$ cat config.mk
export PLATFORM = sky130hd
export DESIGN_NAME = dual_touch_probe_latch
export DESIGN_NICKNAME = d
export VERILOG_FILES = /design/src/rtl/glitch_window_filter.v /design/src/rtl/probe_capture_unit.v /design/src/rtl/dual_touch_probe_latch.v
export VERILOG_INCLUDE_DIRS = /design/src /design/src/rtl
export SDC_FILE = /design/constraint.sdc
export NUM_CORES = 1
export LEC_CHECK = 0
export ABC_AREA = 1
export BUFFER_PORTS_ARGS = -buffer_cell sky130_fd_sc_hd__clkbuf_2
export CAP_MARGIN = 30
export CORE_MARGIN = 2
export CORE_UTILIZATION = 39
export CTS_CLUSTER_SIZE = 30
export DETAILED_ROUTE_END_ITERATION = 6
export GPL_TIMING_DRIVEN = 1
export SLEW_MARGIN = 20
export SYNTH_ARGS = -nofsm -noshare
export SYNTH_HDL_FRONTEND = slang
export SYNTH_SLANG_ARGS = --single-unit
$ cat constraint.sdc
create_clock -name clk -period 5.3 [get_ports clk]
set_clock_uncertainty 0.1 [all_clocks]
set_input_delay 0.53 -clock clk [delete_from_list [all_inputs] [get_ports clk]]
set_output_delay 0.53 -clock clk [all_outputs]
set_load 0.02 [all_outputs]
$ cat src/rtl/touch_probe_map.vh
`ifndef TOUCH_PROBE_MAP_VH
`define TOUCH_PROBE_MAP_VH

// object indices
`define OD_PROBE_CONTROL   16'h60B8
`define OD_PROBE_STATUS    16'h60B9
`define OD_P1_RISE_POS     16'h60BA
`define OD_P1_FALL_POS     16'h60BB
`define OD_P2_RISE_POS     16'h60BC
`define OD_P2_FALL_POS     16'h60BD
`define OD_P1_RISE_CNT     16'h60D5
`define OD_P1_FALL_CNT     16'h60D6
`define OD_P2_RISE_CNT     16'h60D7
`define OD_P2_FALL_CNT     16'h60D8
`define OD_P1_DI_SOURCE    16'h2101
`define OD_P2_DI_SOURCE    16'h2102
`define OD_FILTER_WINDOW   16'h2103

// reset values
`define PROBE_CONTROL_RST  16'h0000
`define DI_SOURCE_RST      3'h4
`define FILTER_WINDOW_RST  16'h0000
`define POS_RST            32'h0000_0000
`define CNT_RST            16'h0000

// writable bits of the control object, reserved bits read zero
`define PROBE_CONTROL_MASK 16'h3737

// control field positions inside one probe's byte
`define CTL_ENABLE         0
`define CTL_CONTINUOUS     1
`define CTL_SRC_INDEX      2
`define CTL_RISE_EN        4
`define CTL_FALL_EN        5

// status field positions inside one probe's byte
`define ST_ENABLED         0
`define ST_RISE_HELD       1
`define ST_FALL_HELD       2

// bit offsets of the two probes' bytes in control and status
`define PROBE1_BASE        0
`define PROBE2_BASE        8

// widths
`define POS_W              32
`define SINGLE_TURN_W      24
`define LINES_W            8

`endif

$ cat src/rtl/glitch_window_filter.v
`timescale 1ns/1ps
`include "touch_probe_map.vh"

// passes a level only after it has stood window+1 cycles
module glitch_window_filter
(
   // clock and reset
   input  wire        clk,
   input  wire        rstn,
   input  wire        ce,
   // level in and out
   input  wire        level_in,
   input  wire [15:0] window,
   output reg         level_out
);

   reg [15:0] stable_cnt_reg;

   always @(posedge clk)
   begin
      if (!rstn)
      begin
         stable_cnt_reg <= 16'h0000;
         level_out      <= 1'b0;
      end
      else if (ce)
      begin
         if (level_in == level_out)
            stable_cnt_reg <= 16'h0000;
         else if (stable_cnt_reg >= window)
         begin
            level_out      <= level_in;
            stable_cnt_reg <= 16'h0000;
         end
         else
            stable_cnt_reg <= stable_cnt_reg + 16'h0001;
      end
   end

endmodule // glitch_window_filter

$ cat src/rtl/probe_capture_unit.v
`timescale 1ns/1ps
`include "touch_probe_map.vh"

// one touch probe: edge detect, latch position, count captures
module probe_capture_unit
(
   // clock and reset
   input  wire                clk,
   input  wire                rstn,
   input  wire                ce,
   // control byte of this probe
   input  wire [7:0]          ctrl,
   // trigger levels and position
   input  wire                di_level,
   input  wire                index_level,
   input  wire [`POS_W-1:0]   position,
   // status and captured data
   output wire [7:0]          status,
   output reg  [`POS_W-1:0]   rise_pos_reg,
   output reg  [`POS_W-1:0]   fall_pos_reg,
   output reg  [15:0]         rise_cnt_reg,
   output reg  [15:0]         fall_cnt_reg
);

   reg  trig_prev_reg;
   reg  rise_held_reg;
   reg  fall_held_reg;
   wire enabled;
   wire trig;
   wire rise_edge;
   wire fall_edge;
   wire take_rise;
   wire take_fall;

   assign enabled   = ctrl[`CTL_ENABLE];
   assign trig      = ctrl[`CTL_SRC_INDEX] ? index_level : di_level;
   assign rise_edge = trig & ~trig_prev_reg;
   assign fall_edge = ~trig & trig_prev_reg;
   // single mode takes only the first event of each edge
   assign take_rise = enabled & ctrl[`CTL_RISE_EN] & rise_edge &
                      (ctrl[`CTL_CONTINUOUS] | ~rise_held_reg);
   assign take_fall = enabled & ctrl[`CTL_FALL_EN] & fall_edge &
                      (ctrl[`CTL_CONTINUOUS] | ~fall_held_reg);

   assign status = {5'b00000, fall_held_reg, rise_held_reg, enabled};

   always @(posedge clk)
   begin
      if (!rstn)
      begin
         trig_prev_reg <= 1'b0;
         rise_held_reg <= 1'b0;
         fall_held_reg <= 1'b0;
         rise_pos_reg  <= `POS_RST;
         fall_pos_reg  <= `POS_RST;
         rise_cnt_reg  <= `CNT_RST;
         fall_cnt_reg  <= `CNT_RST;
      end
      else if (ce)
      begin
         trig_prev_reg <= trig;
         if (!enabled)
         begin
            rise_held_reg <= 1'b0;
            fall_held_reg <= 1'b0;
         end
         if (take_rise)
         begin
            rise_pos_reg  <= position;
            rise_cnt_reg  <= rise_cnt_reg + 16'h0001;
            rise_held_reg <= 1'b1;
         end
         if (take_fall)
         begin
            fall_pos_reg  <= position;
            fall_cnt_reg  <= fall_cnt_reg + 16'h0001;
            fall_held_reg <= 1'b1;
         end
      end
   end

endmodule // probe_capture_unit

$ cat src/rtl/dual_touch_probe_latch.v
// Summary of operation
// - control bit 0 arms probe 1, bit 8 arms probe 2; clearing disarms.
// - bits 1 and 9: 0 captures first event only, 1 every event.
// - bits 2 and 10: 0 digital input line, 1 encoder index pulse.
// - bits 4 and 12 enable capture on the trigger's rising edge.
// - bits 5 and 13 enable capture on the trigger's falling edge.
// - digital input source assignment stays fixed while its probe is enabled.
// - index pulse is made at each single-turn zero point of the encoder.
// - status bits 0 and 8 show probe enabled; status word is cyclic.
// - status bits 1 and 9 set once a rising-edge position is held.
// - status bits 2 and 10 set once a falling-edge position is held.
// - four captured positions read at objects 0x60BA through 0x60BD.
// - rising captures of probe 1 counted and readable at 0x60D5.
// - each enabled edge captures the actual position in reference units.
// - four 16-bit capture counters, one per probe and edge, reset 0.
// - a digital trigger passes a configurable filter window first.
`timescale 1ns/1ps
`include "touch_probe_map.vh"

module dual_touch_probe_latch
(
   // clock and reset
   input  wire                      clk,
   input  wire                      rstn,
   input  wire                      ce,
   // digital input pins, line 4 is the fifth input line
   input  wire [`LINES_W-1:0]       logic_input_line,
   // feedback from the position loop, same clock
   input  wire [`POS_W-1:0]         position_actual,
   input  wire [`SINGLE_TURN_W-1:0] single_turn_pos,
   // object dictionary access
   input  wire [15:0]               od_index,
   input  wire                      od_wr,
   input  wire                      od_rd,
   input  wire [31:0]               od_wdata,
   output reg  [31:0]               od_rdata,
   output reg                       od_ack,
   output reg                       od_err,
   // cyclic status word
   output wire [15:0]               probe_status
);

   reg  [15:0]               probe_control_reg;
   reg  [2:0]                p1_src_reg;
   reg  [2:0]                p2_src_reg;
   reg  [2:0]                p1_src_active_reg;
   reg  [2:0]                p2_src_active_reg;
   reg  [15:0]               filter_window_reg;
   reg  [`LINES_W-1:0]       line_s1_reg;
   reg  [`LINES_W-1:0]       line_s2_reg;
   reg  [`LINES_W-1:0]       line_s3_reg;
   reg  [`LINES_W-1:0]       line_level_reg;
   reg  [`SINGLE_TURN_W-1:0] st_prev_reg;
   reg                       index_reg;
   reg  [31:0]               rdata_next;
   reg                       known_next;
   reg                       writable_next;
   wire [`LINES_W-1:0]       line_differ;
   wire                      p1_di_raw;
   wire                      p2_di_raw;
   wire                      p1_di_filt;
   wire                      p2_di_filt;
   wire [7:0]                p1_status;
   wire [7:0]                p2_status;
   wire [`POS_W-1:0]         p1_rise_pos;
   wire [`POS_W-1:0]         p1_fall_pos;
   wire [`POS_W-1:0]         p2_rise_pos;
   wire [`POS_W-1:0]         p2_fall_pos;
   wire [15:0]               p1_rise_cnt;
   wire [15:0]               p1_fall_cnt;
   wire [15:0]               p2_rise_cnt;
   wire [15:0]               p2_fall_cnt;
   wire                      p1_enabled;
   wire                      p2_enabled;
   wire                      ctl_wr_en;
   wire                      p1_src_wr_en;
   wire                      p2_src_wr_en;
   wire                      window_wr_en;

   assign p1_enabled = probe_control_reg[`PROBE1_BASE + `CTL_ENABLE];
   assign p2_enabled = probe_control_reg[`PROBE2_BASE + `CTL_ENABLE];

   // pin synchroniser: a change counts once stages two and three agree
   assign line_differ = line_s2_reg ^ line_s3_reg;

   always @(posedge clk)
   begin
      if (!rstn)
      begin
         line_s1_reg    <= 8'h00;
         line_s2_reg    <= 8'h00;
         line_s3_reg    <= 8'h00;
         line_level_reg <= 8'h00;
      end
      else if (ce)
      begin
         line_s1_reg    <= logic_input_line;
         line_s2_reg    <= line_s1_reg;
         line_s3_reg    <= line_s2_reg;
         line_level_reg <= (~line_differ & line_s2_reg) |
                           (line_differ & line_level_reg);
      end
   end

   // index pulse stands while the single-turn position sits at zero
   always @(posedge clk)
   begin
      if (!rstn)
      begin
         st_prev_reg <= {`SINGLE_TURN_W{1'b0}};
         index_reg   <= 1'b0;
      end
      else if (ce)
      begin
         st_prev_reg <= single_turn_pos;
         index_reg   <= (single_turn_pos == {`SINGLE_TURN_W{1'b0}}) &
                        (st_prev_reg != {`SINGLE_TURN_W{1'b0}} |
                         index_reg);
      end
   end

   // source assignment follows software only while the probe is off
   always @(posedge clk)
   begin
      if (!rstn)
      begin
         p1_src_active_reg <= `DI_SOURCE_RST;
         p2_src_active_reg <= `DI_SOURCE_RST;
      end
      else if (ce)
      begin
         if (!p1_enabled)
            p1_src_active_reg <= p1_src_reg;
         if (!p2_enabled)
            p2_src_active_reg <= p2_src_reg;
      end
   end

   assign p1_di_raw = line_level_reg[p1_src_active_reg];
   assign p2_di_raw = line_level_reg[p2_src_active_reg];

   glitch_window_filter u_p1_filter
   (
      .clk       (clk),
      .rstn      (rstn),
      .ce        (ce),
      .level_in  (p1_di_raw),
      .window    (filter_window_reg),
      .level_out (p1_di_filt)
   );

   glitch_window_filter u_p2_filter
   (
      .clk       (clk),
      .rstn      (rstn),
      .ce        (ce),
      .level_in  (p2_di_raw),
      .window    (filter_window_reg),
      .level_out (p2_di_filt)
   );

   probe_capture_unit u_probe1
   (
      .clk          (clk),
      .rstn         (rstn),
      .ce           (ce),
      .ctrl         (probe_control_reg[`PROBE1_BASE +: 8]),
      .di_level     (p1_di_filt),
      .index_level  (index_reg),
      .position     (position_actual),
      .status       (p1_status),
      .rise_pos_reg (p1_rise_pos),
      .fall_pos_reg (p1_fall_pos),
      .rise_cnt_reg (p1_rise_cnt),
      .fall_cnt_reg (p1_fall_cnt)
   );

   probe_capture_unit u_probe2
   (
      .clk          (clk),
      .rstn         (rstn),
      .ce           (ce),
      .ctrl         (probe_control_reg[`PROBE2_BASE +: 8]),
      .di_level     (p2_di_filt),
      .index_level  (index_reg),
      .position     (position_actual),
      .status       (p2_status),
      .rise_pos_reg (p2_rise_pos),
      .fall_pos_reg (p2_fall_pos),
      .rise_cnt_reg (p2_rise_cnt),
      .fall_cnt_reg (p2_fall_cnt)
   );

   assign probe_status = {p2_status, p1_status};

   // object read decode
   always @*
   begin
      rdata_next    = 32'h0000_0000;
      known_next    = 1'b1;
      writable_next = 1'b0;
      case (od_index)
         `OD_PROBE_CONTROL:
         begin
            rdata_next    = {16'h0000, probe_control_reg};
            writable_next = 1'b1;
         end
         `OD_PROBE_STATUS: rdata_next = {16'h0000, probe_status};
         `OD_P1_RISE_POS:  rdata_next = p1_rise_pos;
         `OD_P1_FALL_POS:  rdata_next = p1_fall_pos;
         `OD_P2_RISE_POS:  rdata_next = p2_rise_pos;
         `OD_P2_FALL_POS:  rdata_next = p2_fall_pos;
         `OD_P1_RISE_CNT:  rdata_next = {16'h0000, p1_rise_cnt};
         `OD_P1_FALL_CNT:  rdata_next = {16'h0000, p1_fall_cnt};
         `OD_P2_RISE_CNT:  rdata_next = {16'h0000, p2_rise_cnt};
         `OD_P2_FALL_CNT:  rdata_next = {16'h0000, p2_fall_cnt};
         `OD_P1_DI_SOURCE:
         begin
            rdata_next    = {29'h0000_0000, p1_src_reg};
            writable_next = 1'b1;
         end
         `OD_P2_DI_SOURCE:
         begin
            rdata_next    = {29'h0000_0000, p2_src_reg};
            writable_next = 1'b1;
         end
         `OD_FILTER_WINDOW:
         begin
            rdata_next    = {16'h0000, filter_window_reg};
            writable_next = 1'b1;
         end
         default: known_next = 1'b0;
      endcase
   end

   // write strobes, one per writable object
   // a write and a read in one cycle: the read returns the old value
   assign ctl_wr_en    = od_wr & (od_index == `OD_PROBE_CONTROL);
   assign p1_src_wr_en = od_wr & (od_index == `OD_P1_DI_SOURCE);
   assign p2_src_wr_en = od_wr & (od_index == `OD_P2_DI_SOURCE);
   assign window_wr_en = od_wr & (od_index == `OD_FILTER_WINDOW);

   // control object, reserved bits stored as zero
   always @(posedge clk)
   begin
      if (!rstn)
         probe_control_reg <= `PROBE_CONTROL_RST;
      else if (ce & ctl_wr_en)
         probe_control_reg <= od_wdata[15:0] &
                              `PROBE_CONTROL_MASK;
   end

   // trigger line numbers, applied by the source hold logic above
   always @(posedge clk)
   begin
      if (!rstn)
      begin
         p1_src_reg <= `DI_SOURCE_RST;
         p2_src_reg <= `DI_SOURCE_RST;
      end
      else if (ce)
      begin
         if (p1_src_wr_en)
            p1_src_reg <= od_wdata[2:0];
         if (p2_src_wr_en)
            p2_src_reg <= od_wdata[2:0];
      end
   end

   // filter window in clock cycles, shared by both digital triggers
   always @(posedge clk)
   begin
      if (!rstn)
         filter_window_reg <= `FILTER_WINDOW_RST;
      else if (ce & window_wr_en)
         filter_window_reg <= od_wdata[15:0];
   end

   // object access: one-cycle answer, writes to read-only objects refused
   // a read of an unknown index returns zero with the error flag
   always @(posedge clk)
   begin
      if (!rstn)
      begin
         od_rdata <= 32'h0000_0000;
         od_ack   <= 1'b0;
         od_err   <= 1'b0;
      end
      else if (ce)
      begin
         od_ack <= od_wr | od_rd;
         od_err <= (od_wr & ~writable_next) | (od_rd & ~known_next);
         if (od_rd)
            od_rdata <= rdata_next;
      end
   end

endmodule // dual_touch_probe_latch

==> summary.txt, run 1 <==
TIMING
--------------------------------------------------------------------------------------
Min setup slack post-route ..............................................      2.34 ns
Endpoints failing setup .................................................            0
Final Max Slew Viols ....................................................            0
Maximum achievable frequency ............................................      337 MHz
Sum Neg Setup Slack .....................................................         0 ns
Part of the cycle the worst path needs ..................................        55.9%
Unrepaired setup endpoints after global routing .........................           no
Final hold vios .........................................................            0
Relative slew slack .....................................................        35.9%
Slew at the pin with the worst max-slew slack ...........................     0.962 ns
Min cycle time layout ...................................................      2.96 ns

DIE
--------------------------------------------------------------------------------------
Floorplan die width .....................................................       213 µm
# rows ..................................................................           76
Ports ...................................................................          167
Area inside the core boundary ...........................................    43100 µm²
Die ar. .................................................................    45300 µm²
Height of the die .......................................................       213 µm
Initial core utilization ................................................        39.5%

CTS
--------------------------------------------------------------------------------------
Clk sinks ...............................................................          361
Cts repair resizes ......................................................            0
Number of buffers added by the clock tree synthesis step ................           41
Post-CTS setup buffer count .............................................            0
Clock slew seen by the registers of the worst setup and hold paths ......      0.06 ns
Clk buf depth ...........................................................            3
Cell at the root of the clock tree ...................................... sky130_fd_sc_hd__clkbuf_16
H-tree depth ............................................................            2
Clock network latency to the later pin of the worst-skew pair ...........      0.58 ns
TritonCTS clock tree ....................................................        built
Count of hold buffers inserted by post-cts repair .......................            0

SYNTH
--------------------------------------------------------------------------------------
Async set or reset register ratio after synthesis .......................           0%
Leading cell types by count after synthesis ............................. 461 x sky130_fd_sc_hd__nand2_1, 361 x sky130_fd_sc_hd__dfxtp_1, 347 x sky130_fd_sc_hd__nor2_1
Cell area after technology mapping ......................................    17000 µm²
Number of distinct standard cells referenced by the synthesized netlist .           46
Post-synth EDFFs ........................................................            0
Number of flip-flops and latches in the synthesized netlist .............          361
Largest area contributor in the synthesized netlist ..................... sky130_fd_sc_hd__dfxtp_1
Average cell area after synthesis .......................................     7.04 µm²
Top cells by area in the synthesized netlist ............................ sky130_fd_sc_hd__dfxtp_1 42%, sky130_fd_sc_hd__nand2_1 10%, sky130_fd_sc_hd__nor2_1 7.7%
Fraction of synthesized cell area taken by the top area cell type .......        42.5%
Cells after synthesis ...................................................         2415
Warnings, synthesis .....................................................            0
Dominant synthesized flop cell .......................................... sky130_fd_sc_hd__dfxtp_1
Share of synthesized area occupied by flip-flops and latches ............        42.5%
Most repeated cell in the gate-level netlist after synthesis ............ sky130_fd_sc_hd__nand2_1

POWER
--------------------------------------------------------------------------------------
Clock share of power ....................................................        48.6%
Leakage power total .....................................................      7.27 nW
Portion of total power attributed to sequential cells ...................        46.9%
Net switching power figure ..............................................      1.39 mW
Power density over the cells ............................................   305 nW/µm²
Internal power contribution .............................................      4.50 mW
Portion of total power attributed to combinational logic ................         4.5%
VDD IR max ..............................................................     0.250 mV
Overall power after layout ..............................................      5.90 mW
Switching fraction of total power .......................................        23.6%

GRT
--------------------------------------------------------------------------------------
Largest net degree at the start of global routing .......................          102
GRT Resource Usage Total ................................................        22.4%
Met3 track demand over resource in global routing .......................        2.97%
Initial antenna violation count .........................................            1
Global-route layer with the greatest usage ..............................         met2
Met1 GRT Util ...........................................................        29.2%
Overflow left after global routing ......................................            0
Number of global-route vias before repair ...............................        15100
Met2 Usage GRT ..........................................................        37.5%
Wire length of the first global-routing pass ............................     80200 µm

WORST SETUP PATH
--------------------------------------------------------------------------------------
Setup Crit Path Kind ....................................................      reg2reg
Data required time at the worst endpoint ................................      5.67 ns
Critical path fanouts, max ..............................................           34
Endpoint type of the worst setup path ...................................     register
Data arrival time at the worst-slack endpoint ...........................      3.33 ns
Setup crit start kind ...................................................     register

FINAL LAYOUT
--------------------------------------------------------------------------------------
Multi-input combinational cell area .....................................     8400 µm²
Number of nets in the final layout ......................................         2642
Area of all sequential standard cells ...................................     7230 µm²
Count of filler cells inserted in the layout ............................         4361
Share of post-route cells with drive strength above 1 ...................        10.1%
Area growth from synthesis to final layout ..............................        13.8%

ROUTE
--------------------------------------------------------------------------------------
Post-detailed-route wirelength per cell .................................      16.6 µm
Total via count after detailed routing ..................................        16300
ANT nets after route ....................................................            0
# DRC ...................................................................            0
Routed Wire Length ......................................................     51400 µm
Drt pass-1 iters ........................................................            6
Routed vias/inst ........................................................         5.25
Count of routing violations after the opening detailed-route iteration ..         1157

RUN STATUS
--------------------------------------------------------------------------------------
Result of the run ....................................................... complete, no violations

PLACEMENT
--------------------------------------------------------------------------------------
Global placement routability congestion .................................        0.887
IO Port Bufs ............................................................          140
Dpl hpwl ................................................................     35600 µm
Setup WS pre-CTS ........................................................      1.90 ns

WORST HOLD PATH
--------------------------------------------------------------------------------------
Worst hold path class ...................................................       in2reg

JOB
--------------------------------------------------------------------------------------
MaxCap Viol Count .......................................................            0

-- final cells by class --
| type | instances | share of cell area [%] |
|---|---|---|
| Antenna cell | 1 | 0.0129 |
| Clock inverter | 9 | 0.595 |
| Inverter | 204 | 3.97 |
| Timing Repair Buffer | 157 | 4.52 |
| Clock buffer | 64 | 6.42 |
| Sequential cell | 361 | 37.3 |
| Multi-Input combinational cell | 1722 | 43.4 |
| Tap cell | 585 | 3.78 |
-- stage by stage --
stage               std cells  hold WS [ns]  cell area [µm²]  utilization, %
floorplan                2424         0.325            17000               -
detailed placement       3029         0.343            18000            41.8
global route             3103        0.0911            19400            44.9
CTS                      3102        0.0573            19400            44.9
global placement         3028         0.335            18000            41.7
finish                   3103        0.0824            19400            44.9
-- critical path, cell delays in order, from the launching register on --
cell and delay, ns:
sky130_fd_sc_hd__dfxtp_1 0.35, sky130_fd_sc_hd__inv_1 0.08, sky130_fd_sc_hd__o21ai_1 0.33, sky130_fd_sc_hd__nand3_2 0.57
sky130_fd_sc_hd__inv_2 0.81, sky130_fd_sc_hd__nand3_1 0.14, sky130_fd_sc_hd__nor2_1 0.20, sky130_fd_sc_hd__nand4_1 0.12
sky130_fd_sc_hd__nand2_1 0.09, sky130_fd_sc_hd__a21oi_1 0.05
-- cell usage in the layout (no fill, tap or decap), types with 11 or more instances in the layout --
master	netlist	layout
sky130_fd_sc_hd__nand2_1	461	461
sky130_fd_sc_hd__xnor2_1	11	11
sky130_fd_sc_hd__ha_1	38	38
sky130_fd_sc_hd__nand3_1	146	145
sky130_fd_sc_hd__xor2_1	33	33
sky130_fd_sc_hd__clkbuf_16	0	41
sky130_fd_sc_hd__o22ai_1	11	11
sky130_fd_sc_hd__dfxtp_1	361	361
sky130_fd_sc_hd__nor4_1	20	20
sky130_fd_sc_hd__inv_1	197	195
sky130_fd_sc_hd__nor2_1	347	346
sky130_fd_sc_hd__o2111ai_1	16	16
sky130_fd_sc_hd__nor3_1	47	47
sky130_fd_sc_hd__a21oi_1	241	241
sky130_fd_sc_hd__nand4_1	35	35
sky130_fd_sc_hd__buf_4	23	15
sky130_fd_sc_hd__nor2_2	11	11
sky130_fd_sc_hd__o21ai_0	229	229
sky130_fd_sc_hd__clkbuf_8	0	13
sky130_fd_sc_hd__clkbuf_2	0	139
-- worst paths after layout --
check,start,to,slack [ns],cells past startpoint
worst max register to register,u_p2_filter.level_out,u_probe2.rise_cnt_reg[14],2.34,9
worst max-delay path,u_p2_filter.level_out,u_probe2.rise_cnt_reg[14],2.34,9
worst min register to register,u_probe2.rise_pos_reg[6],u_probe2.rise_pos_reg[6],0.35,2
worst min-delay path,logic_input_line[2],line_s1_reg[2],0.08,3
-- kinds of logic after synthesis --
group | synth area share [%]
AOI/OAI and AO/OA | 16.8
muxes | 0.118
xor gates and xnor gates | 2.27
and+or+nand+nor | 27.1
adders and majority gates | 2.80
DFF | 42.5
buffers and inverters | 8.41
other | 0.0220
-- power groups by stage --
stage | registers, mW | clock network (mW) | logic (mW)
after CTS | 2.77 | 2.92 | 0.266
after global placement | 2.83 | 0 | 0.257
final | 2.77 | 2.86 | 0.265
after global routing | 2.77 | 3.01 | 0.300
after detailed placement | 2.83 | 0 | 0.265
after floorplan | 2.82 | 0 | 0.163
-- per-layer routing --
metal	vias up	routed length, µm
met3	105	2740
met2	422	24300
met1	7646	22800
met5	-	0
met4	0	1610
li1	8103	-
(Power assumes the default switching activity.)
==> run 2, diff against run 1 <==
==> constraint.sdc (replaced) <==
create_clock -name clk -period 2.63 [get_ports clk]
set_clock_uncertainty 0.1 [all_clocks]
set_input_delay 0.263 -clock clk [delete_from_list [all_inputs] [get_ports clk]]
set_output_delay 0.263 -clock clk [all_outputs]
set_load 0.02 [all_outputs]
==> run 2 against run 1 <==
Against the previous run: wire length is 4.1% higher; largest cell class unchanged; via count is 2.8% higher; worst hold slack worse by 0.043 ns; highest routed layer unchanged; cell area is 5.6% higher; count of clock-buffer cells in the layout is 1 lower.
==> summary.txt, run 2 (synthesis results as in run 1) <==
POWER
-------------------------------------------------------------------------------------
Portion of total power attributed to sequential cells ..................        46.5%
Portion of total power attributed to combinational logic ...............         5.4%
Internal power contribution ............................................      9.16 mW
Leakage power total ....................................................      7.76 nW
Net switching power figure .............................................      2.83 mW
Switching fraction of total power ......................................        23.6%
Clock share of power ...................................................        48.1%
VDD IR max .............................................................     0.468 mV
Power density over the cells ...........................................   586 nW/µm²

DIE
-------------------------------------------------------------------------------------
Area inside the core boundary ..........................................    43100 µm²
Floorplan die width ....................................................       213 µm
# rows .................................................................           76
Height of the die ......................................................       213 µm
Ports ..................................................................          167
Die ar. ................................................................    45300 µm²
Initial core utilization ...............................................        39.5%

WORST SETUP PATH
-------------------------------------------------------------------------------------
Endpoint type of the worst setup path ..................................     register
Critical path fanouts, max .............................................           16
Setup Crit Path Kind ...................................................      reg2reg
Data arrival time at the worst-slack endpoint ..........................      2.60 ns
Setup crit start kind ..................................................     register
Data required time at the worst endpoint ...............................      2.96 ns

ROUTE
-------------------------------------------------------------------------------------
Routed Wire Length .....................................................     53500 µm
Count of routing violations after the opening detailed-route iteration .         1343
Post-detailed-route wirelength per cell ................................      16.6 µm
Drt pass-1 iters .......................................................            6
# DRC ..................................................................            0
ANT nets after route ...................................................            0
Routed vias/inst .......................................................         5.20
Total via count after detailed routing .................................        16700

TIMING
-------------------------------------------------------------------------------------
Unrepaired setup endpoints after global routing ........................           no
Relative slew slack ....................................................        50.7%
Endpoints failing setup ................................................            0
Min cycle time layout ..................................................      2.27 ns
Final Max Slew Viols ...................................................            0
Maximum achievable frequency ...........................................      440 MHz
Final hold vios ........................................................            0
Sum Neg Setup Slack ....................................................         0 ns
Hold_ws ................................................................    0.0398 ns
Slew at the pin with the worst max-slew slack ..........................     0.739 ns
Part of the cycle the worst path needs .................................        86.5%

CTS
-------------------------------------------------------------------------------------
TritonCTS clock tree ...................................................        built
Post-CTS setup buffer count ............................................            0
Cell at the root of the clock tree ..................................... sky130_fd_sc_hd__clkbuf_16
Clk buf depth ..........................................................            3
H-tree depth ...........................................................            2
Clock network latency to the later pin of the worst-skew pair ..........      0.57 ns
Clock slew seen by the registers of the worst setup and hold paths .....      0.06 ns
Number of buffers added by the clock tree synthesis step ...............           41
Cts repair resizes .....................................................            0
Clk sinks ..............................................................          361
Count of hold buffers inserted by post-cts repair ......................           82

GRT
-------------------------------------------------------------------------------------
Number of global-route vias before repair ..............................        15600
Overflow left after global routing .....................................            0
Initial antenna violation count ........................................            1
GRT Resource Usage Total ...............................................        23.3%
Wire length of the first global-routing pass ...........................     83300 µm
Largest net degree at the start of global routing ......................           94

FINAL LAYOUT
-------------------------------------------------------------------------------------
Number of nets in the final layout .....................................         2755
Count of filler cells inserted in the layout ...........................         4317
Commonest cells after routing, fill and taps aside ..................... 461 x sky130_fd_sc_hd__nand2_1, 361 x sky130_fd_sc_hd__dfxtp_1, 346 x sky130_fd_sc_hd__nor2_1, 241 x sky130_fd_sc_hd__a21oi_1, 229 x sky130_fd_sc_hd__o21ai_0
Most common library cell in the layout ignoring fill and taps .......... sky130_fd_sc_hd__nand2_1
Multi-input combinational cell area ....................................     8400 µm²
Diode count ............................................................            0
Utilization after layout ...............................................        47.5%
Share of post-route cells with drive strength above 1 ..................        10.8%
Area growth from synthesis to final layout .............................        20.2%
Area of all sequential standard cells ..................................     7230 µm²

PLACEMENT
-------------------------------------------------------------------------------------
IO Port Bufs ...........................................................          140
Global placement routability congestion ................................        0.941
Dpl hpwl ...............................................................     37400 µm

JOB
-------------------------------------------------------------------------------------
MaxCap Viol Count ......................................................            0

WORST HOLD PATH
-------------------------------------------------------------------------------------
Worst hold path class ..................................................       in2reg

RUN STATUS
-------------------------------------------------------------------------------------
Result of the run ...................................................... complete, no violations

## run 2: cell type report
type                       count  share of cell area [%]
sequential                   361                    35.3
tap                          585                    3.58
multi-input combinational   1722                    41.1
timing repair buffer         270                    9.58
clock buffer                  63                    5.86
clock inverter                11                   0.796
inverter                     204                    3.76
## run 2: routing by layer
layer / up-vias / global-route usage, % / routed length, µm
met4: 0 / 6.87 / 1260
met3: 83 / 3.13 / 3060
met1: 7839 / 30.8 / 23900
met5: - / 0 / 0
met2: 469 / 39.4 / 25300
li1: 8337 / - / -
## run 2: power by group through the flow
| stage | clock (mW) | combinational [mW] | sequential [mW] |
|---|---|---|---|
| after floorplan | 0 | 0.329 | 5.68 |
| after detailed placement | 0 | 0.545 | 5.70 |
| final | 5.76 | 0.650 | 5.58 |
| after global placement | 0 | 0.534 | 5.70 |
| after global routing | 6.09 | 0.719 | 5.58 |
| after CTS | 5.88 | 0.646 | 5.58 |
## run 2: worst max-delay path: stages (launching register included)
cell,delay [ns]
sky130_fd_sc_hd__dfxtp_1,0.30
sky130_fd_sc_hd__inv_1,0.11
sky130_fd_sc_hd__ha_1,0.34
sky130_fd_sc_hd__nand2_1,0.10
sky130_fd_sc_hd__nor4_1,0.37
sky130_fd_sc_hd__nand2_1,0.10
sky130_fd_sc_hd__nand2_1,0.11
sky130_fd_sc_hd__o21ai_0,0.08
sky130_fd_sc_hd__nand2_1,0.45
sky130_fd_sc_hd__nor2_1,0.09
## run 2: per-stage QoR
| step | cells | setup slack, ns | power, mW | instance area, µm² |
|---|---|---|---|---|
| after global routing | 3216 | 0.0498 | 12.4 | 20400 |
| after floorplan | 2424 | 0.823 | 6.01 | 17000 |
| final | 3216 | 0.356 | 12.0 | 20400 |
| after CTS | 3216 | 0.299 | 12.1 | 20400 |
| after global placement | 3060 | 0.355 | 6.23 | 18300 |
| after detailed placement | 3060 | 0.310 | 6.24 | 18300 |
## run 2: path summary, 6_finish.rpt
path,start,endpoint,slack [ns],cells after the start
worst max-delay path,filter_window_reg[15],u_p1_filter.stable_cnt_reg[7],0.36,9
worst min-delay path,od_rd,od_err,0.04,7
worst max register to register,filter_window_reg[15],u_p1_filter.stable_cnt_reg[7],0.36,9
worst min register to register,u_probe2.fall_pos_reg[15],u_probe2.fall_pos_reg[15],0.35,2
==> run 3, diff against run 2 <==
--- a/config.mk
+++ b/config.mk
@@ -6,7 +6,7 @@
 export SDC_FILE = /design/constraint.sdc
 export NUM_CORES = 1
 export LEC_CHECK = 0
-export ABC_AREA = 1
+export ABC_AREA = 0
 export BUFFER_PORTS_ARGS = -buffer_cell sky130_fd_sc_hd__clkbuf_2
 export CAP_MARGIN = 30
 export CORE_MARGIN = 2
@@ -14,6 +14,7 @@
 export CTS_CLUSTER_SIZE = 30
 export DETAILED_ROUTE_END_ITERATION = 6
 export GPL_TIMING_DRIVEN = 1
+export SKIP_CTS_REPAIR_TIMING = 1
 export SLEW_MARGIN = 20
 export SYNTH_ARGS = -nofsm -noshare
 export SYNTH_HDL_FRONTEND = slang
==> run 3 against run 2 <==
Against the previous run: count of clock-buffer cells in the layout up 2; sequential power down 0.9%; cell area down 4.3%; combinational power down 8.5%; non-clock buffer count up 5; final cell count down 17%; core utilization up 0.56 points; global-route usage down 0.61 points; clock power about the same; flip-flop and latch count unchanged; fmax down 7.1%; critical path depth unchanged.
==> summary.txt, run 3 <==
RUN STATUS
--------------------------------------------------------------------------------------
Result of the run ....................................................... complete, no violations

TIMING
--------------------------------------------------------------------------------------
Slew at the pin with the worst max-slew slack ...........................     0.759 ns
Maximum achievable frequency ............................................      409 MHz
Final hold vios .........................................................            0
Min cycle time layout ...................................................      2.45 ns
Unrepaired setup endpoints after global routing .........................           no
Endpoints failing setup .................................................            0
Sum Neg Setup Slack .....................................................         0 ns
Part of the cycle the worst path needs ..................................        93.1%
Relative slew slack .....................................................        49.3%
Final Max Slew Viols ....................................................            0

SYNTH
--------------------------------------------------------------------------------------
Number of distinct standard cells referenced by the synthesized netlist .           64
Async set or reset register ratio after synthesis .......................           0%
Top cells by area in the synthesized netlist ............................ sky130_fd_sc_hd__dfxtp_1 45%, sky130_fd_sc_hd__nand2_1 8.3%, sky130_fd_sc_hd__a21oi_1 7.0%
Leading cell types by count after synthesis ............................. 361 x sky130_fd_sc_hd__dfxtp_1, 355 x sky130_fd_sc_hd__nand2_1, 223 x sky130_fd_sc_hd__a21oi_1
Average cell area after synthesis .......................................     8.45 µm²
Post-synth EDFFs ........................................................            0
Share of synthesized area occupied by flip-flops and latches ............        45.1%
Cells after synthesis ...................................................         1897
Most repeated cell in the gate-level netlist after synthesis ............ sky130_fd_sc_hd__dfxtp_1
Fraction of synthesized cell area taken by the top area cell type .......        45.1%
Warnings, synthesis .....................................................            0
Dominant synthesized flop cell .......................................... sky130_fd_sc_hd__dfxtp_1
Cell area after technology mapping ......................................    16000 µm²
Largest area contributor in the synthesized netlist ..................... sky130_fd_sc_hd__dfxtp_1
Number of flip-flops and latches in the synthesized netlist .............          361

WORST SETUP PATH
--------------------------------------------------------------------------------------
Startpoint of the most critical register-to-register path ............... filter_window_reg[2]
Setup crit start kind ...................................................     register
Setup Crit Path Kind ....................................................      reg2reg
CP Capture Point ........................................................ u_p1_filter.stable_cnt_reg[11]
Worst-case register-to-register setup slack .............................      0.18 ns
Endpoint type of the worst setup path ...................................     register
Slowest-stage cell, CP .................................................. sky130_fd_sc_hd__a2111oi_2
Delay contributed by the slowest stage of the critical path .............      0.48 ns
Data arrival time at the worst-slack endpoint ...........................      2.82 ns
Cell-by-cell listing of the critical path ............................... inv_1 -> ha_1 -> a211o_1 -> a31oi_1 -> o221ai_1 -> a2111oi_2 -> o21ai_2 -> buf_4 -> nor2_1
Reg2Reg Capture Point ................................................... u_p1_filter.stable_cnt_reg[11]
Data required time at the worst endpoint ................................      3.00 ns
Critical path fanouts, max ..............................................           14
R2r worst-path depth ....................................................            9
CP Launch Point ......................................................... filter_window_reg[2]

ROUTE
--------------------------------------------------------------------------------------
ANT nets after route ....................................................            0
Post-detailed-route wirelength per cell .................................      18.8 µm
Count of routing violations after the opening detailed-route iteration ..         1296
Routed wl met3 ..........................................................      3900 µm
Routed Wire Length ......................................................     50000 µm
Amount of wire on met2 after detailed routing ...........................     22700 µm
Max Used Layer ..........................................................         met4
# DRC ...................................................................            0
Met1 Wirelength .........................................................     21800 µm
Total via count after detailed routing ..................................        14500
Drt pass-1 iters ........................................................            6
Routed vias/inst ........................................................         5.44

GRT
--------------------------------------------------------------------------------------
Overflow left after global routing ......................................            0
Wire length of the first global-routing pass ............................     75400 µm
Largest net degree at the start of global routing .......................          114
Number of global-route vias before repair ...............................        13300
GRT Resource Usage Total ................................................        22.6%
Initial antenna violation count .........................................            0

CTS
--------------------------------------------------------------------------------------
H-tree depth ............................................................            2
Number of buffers added by the clock tree synthesis step ................           41
TritonCTS clock tree ....................................................        built
Clock network latency to the later pin of the worst-skew pair ...........      0.55 ns
Clock slew seen by the registers of the worst setup and hold paths ......      0.06 ns
Clk buf depth ...........................................................            3
Clk sinks ...............................................................          361
Cell at the root of the clock tree ...................................... sky130_fd_sc_hd__clkbuf_16

PLACEMENT
--------------------------------------------------------------------------------------
Dpl hpwl ................................................................     34500 µm
Global placement routability congestion .................................        0.882
Count of placed standard cells including taps ...........................         2509
IO Port Bufs ............................................................          140

WORST HOLD PATH
--------------------------------------------------------------------------------------
Worst hold path class ...................................................       in2reg

FINAL LAYOUT
--------------------------------------------------------------------------------------
Utilization after layout ................................................        48.0%
Commonest cells after routing, fill and taps aside ...................... 361 x sky130_fd_sc_hd__dfxtp_1, 355 x sky130_fd_sc_hd__nand2_1, 223 x sky130_fd_sc_hd__a21oi_1, 200 x sky130_fd_sc_hd__nor2_1, 139 x sky130_fd_sc_hd__clkbuf_2
Post-route non-filler standard cell count ...............................         2662
Diode count .............................................................            0
Area of all sequential standard cells ...................................     7230 µm²
Area growth from synthesis to final layout ..............................        22.0%
Most common library cell in the layout ignoring fill and taps ........... sky130_fd_sc_hd__dfxtp_1
Share of post-route cells with drive strength above 1 ...................        14.0%
Count of filler cells inserted in the layout ............................         4016
Number of nets in the final layout ......................................         2255
Multi-input combinational cell area .....................................     8180 µm²

POWER
--------------------------------------------------------------------------------------
Leakage power total .....................................................      7.31 nW
Power density over the cells ............................................   609 nW/µm²
VDD IR max ..............................................................     0.468 mV

DIE
--------------------------------------------------------------------------------------
Ports ...................................................................          167
Initial core utilization ................................................        39.4%
# rows ..................................................................           74
Die ar. .................................................................    42800 µm²
Floorplan die width .....................................................       207 µm
Height of the die .......................................................       207 µm
Area inside the core boundary ...........................................    40700 µm²

JOB
--------------------------------------------------------------------------------------
MaxCap Viol Count .......................................................            0

## run 3: changes by cell type after synthesis, sizes merged, moves of 79 or more
cell   previous run  this run
nand3           147        42
mux2i             2        81
o21ai           235        50
inv             202        29
nand2           468       356
nor2            359       201
## run 3: metal layers
metal,vias up,GRT usage [%]
met2,510,35.8
met5,-,0
met1,6874,30.5
met3,108,4.98
met4,0,8.00
li1,6987,-
## run 3: report_power, final
part           total [mW]  internal (mW)  switching [mW]
clock                5.78           3.50            2.28
combinational       0.595          0.240           0.355
sequential           5.53           5.51          0.0246
## run 3: critical path, delay by kind of cell, from the launching register on
kind,cells,cell delay [ns]
AOI/OAI and AO/OA,5,1.21
adders and majority gates,1,0.31
buffers and inverters,2,0.28
DFF,1,0.36
and+or+nand+nor,1,0.12
## run 3: worst min path at each step
| stage | start | endpoint | slack (ns) | depth (start not counted) |
|---|---|---|---|---|
| 3_5_place_dp | u_probe1.fall_pos_reg[11] | u_probe1.fall_pos_reg[11] | 0.34 | 2 |
| 3_3_place_gp | u_probe1.rise_pos_reg[7] | u_probe1.rise_pos_reg[7] | 0.34 | 2 |
| 6_report | ce | u_probe1.trig_prev_reg | 0.03 | 3 |
| 5_1_grt | ce | u_probe1.trig_prev_reg | 0.03 | 3 |
| 4_1_cts | logic_input_line[6] | line_s1_reg[6] | -0.15 | 3 |
| 2_1_floorplan | od_wdata[2] | p1_src_reg[2] | 0.29 | 2 |
## run 3: cell type report
class	instances	area share (%)
Clock buffer	65	6.69
Timing Repair Buffer	275	10.2
Multi-Input combinational cell	1392	41.8
Tap cell	532	3.40
Clock inverter	8	0.377
Sequential cell	361	36.9
Inverter	29	0.595
## run 3: logic make-up after synthesis
logic type               count (synthesis)  share of synthesized area (%)
multiplexers                           100                           6.77
AO/OA/AOI/OAI                          401                           15.2
XOR/XNOR                                80                           4.37
flip-flops                             361                           45.1
buffers and inverters                  153                           4.17
AND/OR/NAND/NOR                        763                           21.4
other                                    1                         0.0234
adder cells (fa/ha/maj)                 38                           2.97
## run 3: through the flow
| step | power [mW] | hold WS (ns) | setup WS [ns] | area, µm² |
|---|---|---|---|---|
| finish | 11.9 | 0.0347 | 0.183 | 19600 |
| global route | 12.3 | 0.0332 | 0.0244 | 19600 |
| CTS | 11.9 | -0.154 | 0.202 | 18800 |
| detailed placement | 6.14 | 0.344 | 0.220 | 17400 |
| global placement | 6.14 | 0.339 | 0.242 | 17400 |
| floorplan | 5.92 | 0.291 | 0.497 | 16100 |
